File: src/hw/prds_pkg.sv
package prds_pkg;
	// ****************************************
	// state encoding
	// ****************************************
	typedef enum logic [2:0]
	{
		PRDS_IDLE = 3'h0,
		PRDS_PARK = 3'h1,
		PRDS_DRAIN = 3'h3,
		PRDS_CLEAR = 3'h2,
		PRDS_RESET = 3'h6,
		PRDS_RECFG = 3'h7
	} prds_state_t;

	// ****************************************
	// widths, reset values and timing
	// ****************************************
	localparam int BASE_EN_W = 6;
	localparam logic [BASE_EN_W-1:0] BASE_EN_RST = 6'h00;
	localparam logic BME_RST = 1'b0;
	localparam logic MSE_RST = 1'b0;
	localparam int SYNC_W = 2;
	localparam int SYNC_PRST = 0;
	localparam int SYNC_PARK = 1;
	// pin idle levels: reset pin released high, bus not parked
	localparam logic [SYNC_W-1:0] SYNC_RST = 2'h1;
	localparam int CLK_PERIOD_PS = 8000;
	localparam int RESET_HOLD_NS = 80;
	localparam int RESET_HOLD_CYC =
		(RESET_HOLD_NS * 1000 + CLK_PERIOD_PS - 1) / CLK_PERIOD_PS;
	localparam int CNT_W = 8;
	localparam logic [CNT_W-1:0] CNT_LOAD = CNT_W'(RESET_HOLD_CYC);
	localparam logic [CNT_W-1:0] CNT_ZERO = 8'h00;
	localparam logic [CNT_W-1:0] CNT_ONE = 8'h01;
endpackage

File: src/hw/prds_sync_if.sv
`timescale 1ns/1ps
interface prds_sync_if;
	logic [prds_pkg::SYNC_W-1:0] raw;
	logic [prds_pkg::SYNC_W-1:0] clean;
	modport sync (input raw, output clean);
	modport user (output raw, input clean);
endinterface

File: src/hw/prds_sequencer.sv
`timescale 1ns/1ps
module prds_sequencer
(
	input wire logic CLOCK_I,
	input wire logic RESET_I,
	input wire logic PCI_RST_N_I,
	input wire logic BUS_PARKED_I,
	input wire logic DISCONNECT_REQ_I,
	input wire logic DMA_BUSY_I,
	input wire logic MASTER_BUSY_I,
	input wire logic LOCAL_WR_I,
	input wire logic HOST_WR_I,
	input wire logic [prds_pkg::BASE_EN_W-1:0] WR_BASE_EN_I,
	input wire logic WR_BUS_MASTER_ENABLE_I,
	input wire logic WR_MEMORY_SPACE_ENABLE_I,
	input wire logic RECONFIG_DONE_I,
	input wire logic MAX_RESET_REQ_I,
	input wire logic STATE_CTRL_DISABLE_I,
	output logic PCI_INT_RST_O,
	output logic DEVICE_RST_O,
	output logic PCI_OE_N_O,
	output logic STOP_XFER_O,
	output logic [prds_pkg::BASE_EN_W-1:0] SLAVE_BASE_EN_O,
	output logic BUS_MASTER_ENABLE_O,
	output logic MEMORY_SPACE_ENABLE_O,
	output logic ACCESS_RESPOND_O,
	output logic XFER_ALLOW_O,
	output logic SEQ_BUSY_O,
	output logic STATE_CTRL_REFUSED_O,
	output logic MAX_RESET_CONFLICT_O
);
	prds_pkg::prds_state_t state;
	prds_pkg::prds_state_t next_state;
	logic [prds_pkg::CNT_W-1:0] joint_cnt;
	logic [prds_pkg::CNT_W-1:0] int_cnt;
	logic [prds_pkg::BASE_EN_W-1:0] slave_control_reg;
	logic bus_master_enable;
	logic memory_space_enable;
	logic configured;
	logic pin_rst;
	logic parked;
	logic enables_clear;
	logic wr_any;
	logic wr_open;
	logic max_hit;
	logic sc_accept;
	logic in_reset;
	logic next_mse;

	// ****************************************
	// pin capture
	// ****************************************
	prds_sync_if sync_bus ();
	// one driver for the whole vector; bit order follows SYNC_PARK and SYNC_PRST
	assign sync_bus.raw = {BUS_PARKED_I, PCI_RST_N_I};

	prds_sync u_sync
	(
		.clock_i(CLOCK_I),
		.reset_i(RESET_I),
		.port(sync_bus.sync)
	);

	assign pin_rst = ~sync_bus.clean[prds_pkg::SYNC_PRST];
	assign parked = sync_bus.clean[prds_pkg::SYNC_PARK];
	assign enables_clear = (slave_control_reg == prds_pkg::BASE_EN_RST) && !bus_master_enable
		&& !memory_space_enable;
	assign wr_any = LOCAL_WR_I || HOST_WR_I;
	// writes are frozen from the park step until reset has been released
	assign wr_open = (state == prds_pkg::PRDS_IDLE) || (state == prds_pkg::PRDS_RECFG);
	assign max_hit = MAX_RESET_REQ_I && (int_cnt == prds_pkg::CNT_ZERO);
	// once configured a state-control disable would split the two resets, so refuse it
	assign sc_accept = STATE_CTRL_DISABLE_I && !configured && (int_cnt == prds_pkg::CNT_ZERO);
	assign in_reset = RESET_I || (state == prds_pkg::PRDS_RESET) || (int_cnt != prds_pkg::CNT_ZERO);

	// ****************************************
	// disconnect sequence
	// ****************************************
	always_comb
	begin
		next_state = state;
		case (state)
			prds_pkg::PRDS_IDLE:
				if (pin_rst)
					next_state = prds_pkg::PRDS_RESET;
				else if (DISCONNECT_REQ_I)
					next_state = prds_pkg::PRDS_PARK;
			prds_pkg::PRDS_PARK:
				if (!parked)
					next_state = prds_pkg::PRDS_DRAIN;
			prds_pkg::PRDS_DRAIN:
				if (!DMA_BUSY_I && !MASTER_BUSY_I)
					next_state = prds_pkg::PRDS_CLEAR;
			prds_pkg::PRDS_CLEAR:
				if (enables_clear)
					next_state = prds_pkg::PRDS_RESET;
			prds_pkg::PRDS_RESET:
				if (joint_cnt == prds_pkg::CNT_ONE && !pin_rst)
					next_state = prds_pkg::PRDS_RECFG;
			prds_pkg::PRDS_RECFG:
				if (pin_rst)
					next_state = prds_pkg::PRDS_RESET;
				else if (RECONFIG_DONE_I)
					next_state = prds_pkg::PRDS_IDLE;
			default:
				next_state = prds_pkg::PRDS_IDLE;
		endcase
	end

	always_ff @(posedge CLOCK_I)
	begin
		if (RESET_I)
			state <= prds_pkg::PRDS_RECFG;
		else if (pin_rst && state != prds_pkg::PRDS_RESET)
			state <= prds_pkg::PRDS_RESET;
		else
			state <= next_state;
	end

	// the joint reset holds at least the minimum time and as long as the pin stays low
	always_ff @(posedge CLOCK_I)
	begin
		if (RESET_I)
			joint_cnt <= prds_pkg::CNT_LOAD;
		else if (state != prds_pkg::PRDS_RESET || pin_rst)
			joint_cnt <= prds_pkg::CNT_LOAD;
		else if (joint_cnt != prds_pkg::CNT_ONE)
			joint_cnt <= joint_cnt - prds_pkg::CNT_ONE;
	end

	// ****************************************
	// internal-only reset (max reset, state control)
	// ****************************************
	always_ff @(posedge CLOCK_I)
	begin
		if (RESET_I)
			int_cnt <= prds_pkg::CNT_ZERO;
		else if (max_hit || sc_accept)
			int_cnt <= prds_pkg::CNT_LOAD;
		else if (int_cnt != prds_pkg::CNT_ZERO)
			int_cnt <= int_cnt - prds_pkg::CNT_ONE;
	end

	// the max conflict flag pulses for one cycle, the refusal flag stays up while the request is held; the external reset is never driven from here
	always_ff @(posedge CLOCK_I)
	begin
		if (RESET_I)
		begin
			STATE_CTRL_REFUSED_O <= 1'b0;
			MAX_RESET_CONFLICT_O <= 1'b0;
		end
		else
		begin
			STATE_CTRL_REFUSED_O <= STATE_CTRL_DISABLE_I && configured;
			MAX_RESET_CONFLICT_O <= max_hit && configured;
		end
	end

	// ****************************************
	// enable bits
	// ****************************************
	always_ff @(posedge CLOCK_I)
	begin
		if (RESET_I || in_reset || state == prds_pkg::PRDS_CLEAR)
		begin
			slave_control_reg <= prds_pkg::BASE_EN_RST;
			bus_master_enable <= prds_pkg::BME_RST;
			memory_space_enable <= prds_pkg::MSE_RST;
		end
		else if (wr_any && wr_open)
		begin
			slave_control_reg <= WR_BASE_EN_I;
			bus_master_enable <= WR_BUS_MASTER_ENABLE_I;
			memory_space_enable <= WR_MEMORY_SPACE_ENABLE_I;
		end
	end

	// value the memory-space flop takes at this edge, so the answer output never lags a clear
	always_comb
	begin
		if (in_reset || state == prds_pkg::PRDS_CLEAR)
			next_mse = prds_pkg::MSE_RST;
		else if (wr_any && wr_open)
			next_mse = WR_MEMORY_SPACE_ENABLE_I;
		else
			next_mse = memory_space_enable;
	end

	always_ff @(posedge CLOCK_I)
	begin
		if (RESET_I || in_reset)
			configured <= 1'b0;
		else if (state == prds_pkg::PRDS_RECFG && RECONFIG_DONE_I && !pin_rst)
			configured <= 1'b1;
		else if (state == prds_pkg::PRDS_CLEAR)
			configured <= 1'b0;
	end

	// ****************************************
	// outputs
	// ****************************************
	always_ff @(posedge CLOCK_I)
	begin
		if (RESET_I)
		begin
			PCI_INT_RST_O <= 1'b1;
			DEVICE_RST_O <= 1'b1;
			PCI_OE_N_O <= 1'b1;
			STOP_XFER_O <= 1'b1;
			ACCESS_RESPOND_O <= 1'b0;
			XFER_ALLOW_O <= 1'b0;
			SEQ_BUSY_O <= 1'b1;
		end
		else
		begin
			// the pci reset follows in_reset, the device reset only the reset state, so a max or state-control reset raises the pci reset alone
			// only this device and its pci are reset, no bus-wide reset leaves here
			PCI_INT_RST_O <= in_reset;
			DEVICE_RST_O <= state == prds_pkg::PRDS_RESET;
			PCI_OE_N_O <= in_reset || !configured;
			STOP_XFER_O <= state != prds_pkg::PRDS_IDLE && state != prds_pkg::PRDS_PARK;
			ACCESS_RESPOND_O <= configured && !in_reset && next_mse;
			XFER_ALLOW_O <= configured && !in_reset && state == prds_pkg::PRDS_IDLE;
			SEQ_BUSY_O <= state != prds_pkg::PRDS_IDLE;
		end
	end

	assign SLAVE_BASE_EN_O = slave_control_reg;
	assign BUS_MASTER_ENABLE_O = bus_master_enable;
	assign MEMORY_SPACE_ENABLE_O = memory_space_enable;
endmodule

File: src/hw/prds_sync.sv
`timescale 1ns/1ps
module prds_sync
(
	input wire logic clock_i,
	input wire logic reset_i,
	prds_sync_if.sync port
);
	logic [prds_pkg::SYNC_W-1:0] s1;
	logic [prds_pkg::SYNC_W-1:0] s2;
	logic [prds_pkg::SYNC_W-1:0] s3;
	logic [prds_pkg::SYNC_W-1:0] clean;

	// ****************************************
	// three-stage capture, a high accepted only on agreement
	// ****************************************
	always_ff @(posedge clock_i)
	begin
		if (reset_i)
		begin
			s1 <= prds_pkg::SYNC_RST;
			s2 <= prds_pkg::SYNC_RST;
			s3 <= prds_pkg::SYNC_RST;
		end
		else
		begin
			s1 <= port.raw;
			s2 <= s1;
			s3 <= s2;
		end
	end

	// a bit rises only when stages two and three agree and drops whenever they disagree, which filters a one-cycle high glitch only
	always_ff @(posedge clock_i)
	begin
		if (reset_i)
			clean <= prds_pkg::SYNC_RST;
		else
			clean <= (clean & ~(s2 ^ s3)) | (s2 & ~(s2 ^ s3));
	end

	assign port.clean = clean;
endmodule

File: config.mk
export PLATFORM = sky130hd
export DESIGN_NAME = prds_sequencer
export DESIGN_NICKNAME = d
export VERILOG_FILES = /design/src/hw/prds_pkg.sv /design/src/hw/prds_sync_if.sv /design/src/hw/prds_sequencer.sv /design/src/hw/prds_sync.sv
export SDC_FILE = /design/constraint.sdc
export NUM_CORES = 1
export LEC_CHECK = 0
export BUFFER_PORTS_ARGS = -buffer_cell sky130_fd_sc_hd__buf_2
export CORE_ASPECT_RATIO = 0.75
export CORE_MARGIN = 1
export CORE_UTILIZATION = 56
export DETAILED_ROUTE_END_ITERATION = 6
export HOLD_SLACK_MARGIN = 0.05
export PLACE_DENSITY = 0.81
export REMOVE_ABC_BUFFERS = 1
export SYNTH_ARGS = -nofsm -noshare
export SYNTH_HDL_FRONTEND = slang
export SYNTH_SLANG_ARGS = --single-unit
File: constraint.sdc
create_clock -name CLOCK_I -period 2.7 [get_ports CLOCK_I]
set_input_delay 0.675 -clock CLOCK_I [delete_from_list [all_inputs] [get_ports CLOCK_I]]
set_output_delay 0.675 -clock CLOCK_I [all_outputs]
set_load 0.02 [all_outputs]
* After elaboration in Yosys (flattened, before gate mapping)
Index checks and enable logic that the tools add are counted.
Word-level totals: register bits after elaboration 45, output and inout bits 17, logic and storage cells 112
Cells by class: $add $sub $neg 2, equality and inequality tests 21, mux-type cells 16, bitwise logic cells 6, reduce and logical (&&, ||, !) cells 45
Operator list (count):
- $mux W3 | 8
- $ne A3 B3 Y1 const B | 6
- $pmux W3 S6 | 1
- $logic_and A1 B1 Y1 | 17
- $sub A8 B1 Y8 const B | 2
- $reduce_and A6 Y1 | 2
- $logic_or A1 B1 Y1 | 10
- $eq A8 B1 Y1 const B | 1
- $logic_not A8 Y1 | 1
- $mux W4 | 2
- $ne A4 B4 Y1 const B | 2
- $ne A8 B1 Y1 const B | 1
- $reduce_bool A8 Y1 | 1
- $eq A3 B2 Y1 const B | 2
- $eq A3 B3 Y1 const B | 2
- $logic_not A1 Y1 | 6
- $logic_not A6 Y1 | 1
- $ne A2 B2 Y1 const B | 3
- $ne A3 B1 Y1 const B | 2
- $reduce_or A2 Y1 | 3
- $mux W1 | 5
- $and A2 B2 Y2 | 2
- $reduce_bool A2 Y1 | 2
- $eq A3 B1 Y1 const B | 1
- 7 further kinds | 7

* Longest topological paths before layout
Gate-level depths: netlist of the first run.
word-level depth 6, mapped depth 7, depth with buffers taken out 6

* Hierarchy
From an unflattened synthesis of the first run, not the netlist that was laid out.
Unflattened totals: cell total of the unflattened synthesis 195, area, all modules 1835.5 um^2
Modules (own cells, without submodules):
- prds_sequencer | times used 1, cells an instance 173, area each 1585.3 um^2, seq. area each 740.7 um^2
- prds_sync | times used 1, cells an instance 22, area each 250.2 um^2, seq. area each 160.2 um^2

* Worst setup path after synthesis of the first run
OpenSTA, ideal clock, no wires.
path type register to register, from reg joint_cnt[3] in the netlist's numbering, to reg joint_cnt[1] in the netlist's numbering, setup time 0.058 ns, arrival time 1.638 ns, slack 1.004 ns, cell stages (with the launch flop) 5, buffers on the path 0, clock period less this slack 1.696 ns, path through dfxtp_1 -> or4_4 -> nor4b_4 -> mux2_2 -> nand2_1
On the way: cells in the longest elaborated chain, start to end 1
Ends and longest elaborated chain:
- start, declared | RTL line prds_sequencer.sv:34 | logic [prds_pkg::CNT_W-1:0] joint_cnt;
- start signal, assigned | RTL line prds_sequencer.sv:124 | joint_cnt <= prds_pkg::CNT_LOAD;
- start signal, assigned | RTL line prds_sequencer.sv:126 | joint_cnt <= prds_pkg::CNT_LOAD;
- start signal, assigned | RTL line prds_sequencer.sv:128 | joint_cnt <= joint_cnt - prds_pkg::CNT_ONE;
- $ne A8 B1 Y1 | RTL line prds_sequencer.sv:127 | else if (joint_cnt != prds_pkg::CNT_ONE)
No other way between the ends. A chain may end at the register's enable or synchronous reset.

* Final worst setup path of the first run
from reg int_cnt[3] in the netlist's numbering, to reg ACCESS_RESPOND_O
On the way: cells in the longest elaborated chain, start to end 5, elaborated cells between the ends (all ways) 7, classes of those cells mux: 1; reduce/logical: 6
Ends and longest elaborated chain:
- start, declared | RTL line prds_sequencer.sv:35 | logic [prds_pkg::CNT_W-1:0] int_cnt;
- start signal, assigned | RTL line prds_sequencer.sv:137 | int_cnt <= prds_pkg::CNT_ZERO;
- start signal, assigned | RTL line prds_sequencer.sv:139 | int_cnt <= prds_pkg::CNT_LOAD;
- start signal, assigned | RTL line prds_sequencer.sv:141 | int_cnt <= int_cnt - prds_pkg::CNT_ONE;
- $reduce_bool A8 Y1 * | RTL line prds_sequencer.sv:74 | assign in_reset = RESET_I || (state == prds_pkg::PRDS_RESET) || (int_cnt != prds_pkg::CNT_ZERO);
- $logic_or A1 B1 Y1 * | RTL line prds_sequencer.sv:74
- $logic_or A1 B1 Y1 / $logic_not A1 Y1 (equally long branches) | RTL line prds_sequencer.sv:181, prds_sequencer.sv:222
- $mux W1 / $logic_and A1 B1 Y1 (equally long branches) | RTL line prds_sequencer.sv:181, prds_sequencer.sv:222
- $logic_and A1 B1 Y1 * | RTL line prds_sequencer.sv:222 | ACCESS_RESPOND_O <= configured && !in_reset && next_mse;
- end signal, assigned | RTL line prds_sequencer.sv:222
- end, declared | RTL line prds_sequencer.sv:26 | output logic ACCESS_RESPOND_O,
Every way passes the cells marked *; elsewhere a longest branch is shown, timed or not.

==> run summary, run 1 <==
Outcome
* status: finished, final reports clean

Critical path
* Critical Path Fanout Max: 9
* Critical Path Source Type: flop
* worst flop-to-flop path startpoint: int_cnt[3]$_SDFFE_PP0P_
* CP Data Arrival Time: 2.17 ns
* FF-to-FF End: ACCESS_RESPOND_O$_SDFF_PP0_
* CP endpoint kind: flop
* FF-to-FF setup slack: 0.75 ns
* crit path kind: flop to flop
* worst reg2reg path depth: 5
* required time reported for the critical path endpoint: 2.91 ns

Min path
* number of stages on the worst hold path: 1
* endpoint of the worst hold-timing path: u_sync.s2[0]$_SDFF_PP1_
* Hold Crit Class: flop to flop
* critical hold path startpoint: u_sync.s1[0]$_SDFF_PP1_

Route
* vias per inst: 5.21
* number of search-and-repair iterations in the first detailed-routing pass: 4
* total length of routed wires: 3.31 mm
* total DRC errors in the routed layout: 0
* vias: 1449
* number of design-rule violations left by the first detailed-router iteration: 97
* post-detailed-route wirelength per cell: 11.9 µm
* post-route antenna net violation count: 0

Clock network
* PostCTS Resize Cnt: 0
* maximum buffer depth of the clock tree: 2
* insertion delay of the later-clocked pin in the worst-skew pair: 0.29 ns
* setup fix buffers added after clock tree synthesis: 0
* hold buffers post-CTS: 0
* Clock Tree Root: clkbuf_8
* deepest level of the CTS H-tree: 2
* clock tree from TritonCTS: done
* clock sink count: 45
* total clock buffers created by CTS: 5
* clock edge transition at the registers on the reported setup and hold paths: 0.08 ns

Timing
* aggregate negative setup slack: 0 ns
* setup repair after global routing missed its margin: no
* Period minus WS final: 1.95 ns
* Worst Max-Slew Pin Slew: 0.599 ns
* hold violation count in the final report: 0
* remaining max-slew budget at the tightest pin: 60.1%
* largest clock skew in the final design: 0.00434 ns
* tightest hold margin: 0.414 ns
* Max Fclk: 512 MHz
* setup violators final: 0
* Max Transition Viols Final: 0
* part of the cycle the worst path needs: 72.3%

Floorplan
* row count: 18
* ports placed on the boundary: 37
* initial cell density of the core: 58.6%
* die footprint: 3680 µm²
* die boundary width: 69.7 µm
* Vert. Die Dim: 52.8 µm
* CORE AREA: 3290 µm²

GRT
* overall overflow remaining after global route: 0
* pin count of the biggest net entering global routing: 24
* vias in the first global route: 1231
* wire length of the first global-routing pass: 5.48 mm
* Tot GR Track Use: 19.6%
* initial antenna violation count: 0

Placed design
* weighted congestion reported at the end of routability-driven placement: 0.841
* Placement Cell Area: 2110 µm²
* count of input and output buffers: 36
* final HPWL from detailed placement: 2.40 mm

Layout
* Fill cells: 280
* commonest cells after routing, fill and taps aside: dfxtp_1, buf_2, nor2_1, inv_1, mux2i_1
* final layout net count: 263
* post-layout instance area: 2210 µm²
* share of post-route cells with drive strength above 1: 25.2%
* Reg area: 901 µm²
* area of the multi-input gates: 926 µm²
* antenna diode count: 0
* layout overhead on the synthesized area: 15.0%
* Final Core Density: 67.4%
* most common cell after layout, fill and taps aside: dfxtp_1

Power and ir drop
* VDD IR-drop max: 0.000513 V
* PwrDens: 965 nW/µm²
* total leakage power: 0.937 nW
* total power of the final layout: 2.14 mW

Logic synthesis
* cell count after synthesis: 199
* synthesized area per cell: 9.68 µm²
* total of flip-flops plus latches after synthesis: 45
* count of different cell masters after synthesis: 44
* dominant register cell in the synthesized netlist: dfxtp_1
* number of synthesized flops with an enable pin: 0
* yosys warns: 0
* fraction of the yosys area taken by sequential cells: 46.8%
* cell area after synthesis: 1930 µm²
* Async S/R FF share, synth: 0%

Run
* Max Cap Violations: 0

[synth_stat cells, drive strengths merged, types with 2 or more instances]
| cell | number | area, µm² |
|---|---|---|
| nor2b | 6 | 37.5 |
| nor2 | 30 | 113 |
| a21oi | 7 | 38.8 |
| and3 | 4 | 25.0 |
| nand3 | 4 | 20.0 |
| nor4b | 2 | 32.5 |
| xor2 | 2 | 17.5 |
| mux2i | 10 | 100 |
| buf | 5 | 46.3 |
| or2 | 5 | 31.3 |
| nand3b | 2 | 15.0 |
| nor4 | 5 | 31.3 |
| nor3b | 2 | 20.0 |
| a31oi | 2 | 12.5 |
| o31ai | 2 | 28.8 |
| or4 | 2 | 22.5 |
| o21ai | 6 | 30.0 |
| xnor2 | 8 | 70.1 |
| nand2 | 9 | 33.8 |
| nor3 | 7 | 35.0 |
| or3 | 2 | 13.8 |
| inv | 13 | 48.8 |
| ha | 6 | 75.1 |
| dfxtp | 45 | 901 |
[worst max-delay path, stage by stage (launching register included)]
cell     delay [ns]
dfxtp_1        0.34
or4_4          0.55
nor3b_2        0.33
buf_4          0.22
nand2_1        0.20
nor3_1         0.24
[worst max-delay path by stage]
stage	from	to	slack, ns	depth (start not counted)
2_1_floorplan	int_cnt[3]$_SDFFE_PP0P_	ACCESS_RESPOND_O$_SDFF_PP0_	0.83	4
3_3_place_gp	int_cnt[3]$_SDFFE_PP0P_	ACCESS_RESPOND_O$_SDFF_PP0_	0.83	5
3_5_place_dp	int_cnt[3]$_SDFFE_PP0P_	ACCESS_RESPOND_O$_SDFF_PP0_	0.78	5
4_1_cts	int_cnt[3]$_SDFFE_PP0P_	ACCESS_RESPOND_O$_SDFF_PP0_	0.75	5
5_1_grt	int_cnt[3]$_SDFFE_PP0P_	ACCESS_RESPOND_O$_SDFF_PP0_	0.58	5
6_report	int_cnt[3]$_SDFFE_PP0P_	ACCESS_RESPOND_O$_SDFF_PP0_	0.75	5
[through the flow]
step	std cells	setup slack [ns]
finish	278	0.747
floorplan	193	0.826
global route	278	0.576
detailed placement	270	0.776
global placement	270	0.829
CTS	278	0.751
[flip-flops by register name, summed over array words and instances, names as in the netlist, 2 cells and up]
register and cells:
int_cnt 8, u_sync.s2 2, u_sync.s3 2, u_sync.s1 2
joint_cnt 8, u_sync.port.clean 2, state 3, SLAVE_BASE_EN_O 6
[per-layer routing]
layer  part of all wire [%]  wire (µm)  GRT usage (%)
met2                     40       1340           28.8
met5                      0          0              0
met4                    1.3         43           9.00
met1                     51       1690           26.5
met3                    7.1        236           5.96
[where the power goes]
group,switching [mW],internal (mW)
clock network,0.207,0.231
registers,0.132,0.779
logic,0.419,0.370
total,0.758,1.38
[logic make-up (layout without fill, tap and decap cells)]
group,Yosys count,in the layout,synth area share (%)
mux,11,11,5.78
compound gates,22,22,9.16
buf+inv,19,58,5.13
simple gates,86,86,24.7
flops,45,45,46.8
fa+ha+maj,6,6,3.90
xor+xnor,10,10,4.55
[layout make-up]
cell class                 count  area share [%]
multi-input combinational    135            41.8
sequential                    45            40.7
timing repair buffer          37            8.47
clock buffer                   7            4.35
tap                           40            2.26
inverter                      13            2.20
clock inverter                 1           0.226
Power figures use the tool's default switching activity.
==> run 2: changes to the inputs <==
--- a/config.mk
+++ b/config.mk
@@ -8,10 +8,10 @@
 export BUFFER_PORTS_ARGS = -buffer_cell sky130_fd_sc_hd__buf_2
 export CORE_ASPECT_RATIO = 0.75
 export CORE_MARGIN = 1
-export CORE_UTILIZATION = 56
+export CORE_UTILIZATION = 54
 export DETAILED_ROUTE_END_ITERATION = 6
 export HOLD_SLACK_MARGIN = 0.05
-export PLACE_DENSITY = 0.81
+export PLACE_DENSITY = 0.78
 export REMOVE_ABC_BUFFERS = 1
 export SYNTH_ARGS = -nofsm -noshare
 export SYNTH_HDL_FRONTEND = slang
==> constraint.sdc (replaced) <==
create_clock -name CLOCK_I -period 1.8 [get_ports CLOCK_I]
set_input_delay 0.45 -clock CLOCK_I [delete_from_list [all_inputs] [get_ports CLOCK_I]]
set_output_delay 0.45 -clock CLOCK_I [all_outputs]
set_load 0.02 [all_outputs]
==> run 2 against run 1 <==
Net effect:
- total power rose by 59%
- first-iteration DRC count fell by 33%
- largest power group unchanged
- maximum frequency rose by 11%
- cell area rose by 3.7%
- largest cell class unchanged
- clock skew rose by 0.0045 ns
- global-route usage is 0.076 points higher
- cell count grew 2.5%
- die area rose by 3.6%
- clock-buffer cell count did not move
- core utilization grew 1.1 points
- critical path depth is the same
==> run summary, run 2 (synthesis results as in run 1) <==
Outcome
* status: finished, final reports clean

Power and ir drop
* VDD IR-drop max: 0.000655 V
* total leakage power: 0.981 nW
* total power of the final layout: 3.41 mW
* PwrDens: 1480 nW/µm²

Timing
* part of the cycle the worst path needs: 97.8%
* largest clock skew in the final design: 0.00879 ns
* setup repair after global routing missed its margin: yes
* remaining max-slew budget at the tightest pin: 61.8%
* Max Fclk: 568 MHz
* Period minus WS final: 1.76 ns
* setup violators final: 0
* setup slack of the critical path after layout: 0.0393 ns
* hold violation count in the final report: 0
* Worst Max-Slew Pin Slew: 0.568 ns
* Max Transition Viols Final: 0

Critical path
* Critical Path Max Stage Delay: 0.58 ns
* Critical Path Fanout Max: 4
* cell-by-cell trace of the critical path: or4_4 -> nor4b_4 -> buf_4 -> xnor2_1 -> and2_1
* Critical Path Source Type: flop
* required time reported for the critical path endpoint: 2.00 ns
* CP Data Arrival Time: 1.96 ns
* CP endpoint kind: flop
* crit path kind: flop to flop
* worst flop-to-flop path startpoint: joint_cnt[5]$_SDFFE_PP0P_
* master of the slowest instance on the critical path: or4_4
* launching element of the worst setup path: joint_cnt[5]$_SDFFE_PP0P_

Floorplan
* Vert. Die Dim: 53.7 µm
* row count: 18
* die boundary width: 71.0 µm
* ports placed on the boundary: 37
* initial cell density of the core: 57.4%
* CORE AREA: 3360 µm²
* die footprint: 3810 µm²

Route
* number of design-rule violations left by the first detailed-router iteration: 65
* vias per inst: 5.31
* total length of routed wires: 3.70 mm
* total DRC errors in the routed layout: 0
* post-detailed-route wirelength per cell: 13.0 µm
* vias: 1514
* post-route antenna net violation count: 0
* number of search-and-repair iterations in the first detailed-routing pass: 6

Clock network
* Clock Tree Root: clkbuf_8
* deepest level of the CTS H-tree: 2
* clock sink count: 45
* insertion delay of the later-clocked pin in the worst-skew pair: 0.30 ns
* maximum buffer depth of the clock tree: 2
* total clock buffers created by CTS: 5
* clock tree from TritonCTS: done
* clock edge transition at the registers on the reported setup and hold paths: 0.08 ns

GRT
* pin count of the biggest net entering global routing: 18
* Tot GR Track Use: 19.7%
* wire length of the first global-routing pass: 5.58 mm
* overall overflow remaining after global route: 0
* initial antenna violation count: 0
* vias in the first global route: 1284

Layout
* share of post-route cells with drive strength above 1: 29.8%
* layout overhead on the synthesized area: 19.2%
* commonest cells after routing, fill and taps aside: dfxtp_1, buf_2, nor2_1, inv_1, mux2i_1
* most common cell after layout, fill and taps aside: dfxtp_1
* final layout net count: 270
* antenna diode count: 0
* post-layout instance area: 2300 µm²

Placed design
* weighted congestion reported at the end of routability-driven placement: 0.927
* Placement Cell Area: 2160 µm²
* final HPWL from detailed placement: 2.66 mm
* count of input and output buffers: 36
* DP Worst Slack: 0.0223 ns

Min path
* critical hold path startpoint: PCI_RST_N_I
* Hold Crit Class: input port to flop

Run
* Max Cap Violations: 0

==> run 2: changes by cell type in the layout (fill, tap and decap cells not counted), sizes merged <==
cell,previous run,this run
buf,37,44
==> run 2: timing repair <==
item / 4_1_cts / 5_1_grt
hold endpoints to repair: 0 / 0
setup endpoints to repair: 0 / 8
resized for setup: 0 / 9
hold buffers: 0 / 0
buffers inserted: 0 / 1
==> run 2: path summary, 6_finish.rpt <==
kind	depth (start not counted)	to	slack, ns
min reg2reg	1	u_sync.s2[0]$_SDFF_PP1_	0.43
max reg2reg	5	joint_cnt[0]$_SDFFE_PP0P_	0.04
max	5	joint_cnt[0]$_SDFFE_PP0P_	0.04
min	2	u_sync.s1[0]$_SDFF_PP1_	0.34
==> run 2: metal layers <==
metal / vias up / wire length, µm / track usage [%]
met1: 691 / 1820 / 25.1
met3: 9 / 179 / 5.24
met2: 46 / 1630 / 31.3
met5: - / 0 / 0
met4: 0 / 68 / 10.3
li1: 768 / - / -
==> run 2: final cells by class <==
class                           count  area (µm²)
Tap cell                           40        50.0
Clock buffer                        7        96.3
Multi-Input combinational cell    135         948
Sequential cell                    45         903
Fill cell                         270        1060
Inverter                           13        48.8
Clock inverter                      1        5.00
Timing Repair Buffer               44         244
==> run 2: worst max-delay path, delay by kind of cell (launching register included) <==
family        cells  cell delay, ns
simple gates      3            1.11
flops             1            0.33
buf+inv           1            0.17
xor+xnor          1            0.05
==> run 2: through the flow <==
step	TNS, ns	util [%]	cells	hold slack (ns)
2_1_floorplan	-0.0740	-	193	0.389
3_3_place_gp	0	64.3	276	0.408
3_5_place_dp	0	64.3	276	0.404
4_1_cts	0	67.3	284	0.330
5_1_grt	-0.0860	68.4	285	0.337
6_report	0	68.4	285	0.335
==> run 2: report_power, final <==
group | switching, mW | internal, mW | total (mW)
Sequential | 0.197 | 1.17 | 1.37
Combinational | 0.702 | 0.660 | 1.36
Clock | 0.332 | 0.347 | 0.679
Total | 1.23 | 2.18 | 3.41
==> run 3: changes to the inputs <==
--- a/config.mk
+++ b/config.mk
@@ -10,6 +10,7 @@
 export CORE_MARGIN = 1
 export CORE_UTILIZATION = 54
 export DETAILED_ROUTE_END_ITERATION = 6
+export GPL_TIMING_DRIVEN = 0
 export HOLD_SLACK_MARGIN = 0.05
 export PLACE_DENSITY = 0.78
 export REMOVE_ABC_BUFFERS = 1
==> run 3 against run 2 <==
Net effect:
- the run now ends with DRC left
- sequential power barely moved
- sequential share of layout area rose by 0.38 points
- routed wire length fell by 7.0%
- non-clock buffer count fell by 3
- setup slack got worse by 0.0074 ns
- critical endpoint is now joint_cnt[1]$_SDFFE_PP1P_
- via count fell by 2.5%
- highest routed layer unchanged
==> run summary, run 3 (synthesis results as in run 1) <==
Clock network
* hold buffers post-CTS: 0
* deepest level of the CTS H-tree: 2
* clock edge transition at the registers on the reported setup and hold paths: 0.08 ns
* maximum buffer depth of the clock tree: 2
* insertion delay of the later-clocked pin in the worst-skew pair: 0.29 ns
* Clock Tree Root: clkbuf_8
* clock sink count: 45
* clock tree from TritonCTS: done
* total clock buffers created by CTS: 5

Layout
* final layout net count: 267
* layout overhead on the synthesized area: 17.9%
* Fill cells: 265
* most common cell after layout, fill and taps aside: dfxtp_1
* share of post-route cells with drive strength above 1: 27.7%
* commonest cells after routing, fill and taps aside: dfxtp_1, buf_2, nor2_1, inv_1, mux2i_1
* antenna diode count: 0

Min path
* Hold Crit Class: input port to flop
* critical hold path startpoint: PCI_RST_N_I

GRT
* pin count of the biggest net entering global routing: 24
* overall overflow remaining after global route: 0
* vias in the first global route: 1239
* Tot GR Track Use: 19.1%
* initial antenna violation count: 0
* wire length of the first global-routing pass: 5.51 mm

Floorplan
* die footprint: 3810 µm²
* Vert. Die Dim: 53.7 µm
* CORE AREA: 3360 µm²
* row count: 18
* ports placed on the boundary: 37
* die boundary width: 71.0 µm
* initial cell density of the core: 57.4%

Critical path
* Largest delay share family, worst path: simple AND/OR/NAND/NOR gates
* Crit. path cell count: 4
* Critical Path Max Stage Delay: 0.58 ns
* FF-to-FF setup slack: 0.03 ns
* worst reg2reg path depth: 4
* worst flop-to-flop path startpoint: joint_cnt[4]$_SDFFE_PP0P_
* required time reported for the critical path endpoint: 2.03 ns
* master of the slowest instance on the critical path: or4_4
* Worst Setup EP: joint_cnt[1]$_SDFFE_PP1P_
* cell-by-cell trace of the critical path: or4_4 -> nor4b_4 -> mux2_4 -> nand2_1
* CP endpoint kind: flop
* launching element of the worst setup path: joint_cnt[4]$_SDFFE_PP0P_
* number of buffers and inverters on the critical path: 0
* Critical Path Source Type: flop
* CP Data Arrival Time: 2.00 ns
* FF-to-FF End: joint_cnt[1]$_SDFFE_PP1P_
* Critical Path Fanout Max: 4
* crit path kind: flop to flop

Route
* vias: 1476
* post-route antenna net violation count: 0
* number of search-and-repair iterations in the first detailed-routing pass: 6
* post-detailed-route wirelength per cell: 12.2 µm
* number of design-rule violations left by the first detailed-router iteration: 79
* total length of routed wires: 3.44 mm
* vias per inst: 5.23
* total DRC errors in the routed layout: 12

Run
* Max Cap Violations: 0

Timing
* remaining max-slew budget at the tightest pin: 61.3%
* part of the cycle the worst path needs: 98.2%
* setup violators final: 0
* Worst Max-Slew Pin Slew: 0.577 ns
* largest clock skew in the final design: 0.00894 ns
* hold violation count in the final report: 0
* setup repair after global routing missed its margin: yes
* Max Transition Viols Final: 0
* tightest hold margin: 0.340 ns
* Period minus WS final: 1.77 ns
* Max Fclk: 566 MHz

Placed design
* final HPWL from detailed placement: 2.39 mm
* weighted congestion reported at the end of routability-driven placement: 0.855
* count of input and output buffers: 36

Power and ir drop
* total leakage power: 0.961 nW
* VDD IR-drop max: 0.000701 V
* PwrDens: 1450 nW/µm²
* total power of the final layout: 3.29 mW

Outcome
* status: finished with violations
* failing checks: DRC

run 3: how the worst min path moves through the flow:
stage | cells after the start | slack, ns | end
final | 2 | 0.34 | u_sync.s1[0]$_SDFF_PP1_
after global routing | 2 | 0.32 | u_sync.s1[0]$_SDFF_PP1_
after CTS | 2 | 0.33 | u_sync.s1[0]$_SDFF_PP1_
after detailed placement | 1 | 0.39 | u_sync.s2[0]$_SDFF_PP1_
after global placement | 1 | 0.39 | u_sync.s2[0]$_SDFF_PP1_
after floorplan | 1 | 0.39 | u_sync.s2[0]$_SDFF_PP1_
run 3: power by group:
part | internal, mW | leakage, nW | switching (mW) | total [mW]
sequential | 1.17 | 0.368 | 0.207 | 1.37
clock | 0.269 | 0.0450 | 0.309 | 0.578
combinational | 0.661 | 0.548 | 0.679 | 1.34
total | 2.10 | 0.961 | 1.19 | 3.29
run 3: cell type report:
cell class	instances	area [µm²]	area share, %
well taps	40	50.0	2.20
multi-input cells	135	953	42.0
clock buffers	6	72.6	3.20
flip-flops and latches	45	902	39.7
clock inverters	2	10.0	0.441
inverters	13	48.8	2.15
repair buffers	41	234	10.3
run 3: per-layer routing:
layer | share of wire [%] | track usage [%]
met4 | 0.35 | 6.00
met5 | 0 | 0
met3 | 5.8 | 5.43
met1 | 50 | 25.4
met2 | 44 | 30.8
run 3: what timing repair did:
action | 4_1_cts | 5_1_grt
endpoints found under the setup margin | 19 | 10
setup buffers | 2 | 3
pin swaps | 4 | 7
gates resized for setup | 2 | 6
run 3: worst register-to-register path, delay by kind of cell, from the launching register on:
| kind | cells | cell delay [ns] |
|---|---|---|
| DFF | 1 | 0.33 |
| muxes | 1 | 0.34 |
| and+or+nand+nor | 3 | 1.05 |
run 3: per-stage QoR:
| step | area, µm² | cells | TNS (ns) | util (%) | worst slack, ns |
|---|---|---|---|---|---|
| 3_5_place_dp | 2110 | 269 | -3.84 | 62.8 | -0.434 |
| 2_1_floorplan | 1880 | 193 | -0.0740 | - | -0.0740 |
| 3_3_place_gp | 2110 | 269 | -3.96 | 62.8 | -0.440 |
| 4_1_cts | 2220 | 279 | 0 | 66.1 | 0.000147 |
| 6_report | 2270 | 282 | 0 | 67.7 | 0.0319 |
| 5_1_grt | 2270 | 282 | -0.0323 | 67.7 | -0.0298 |
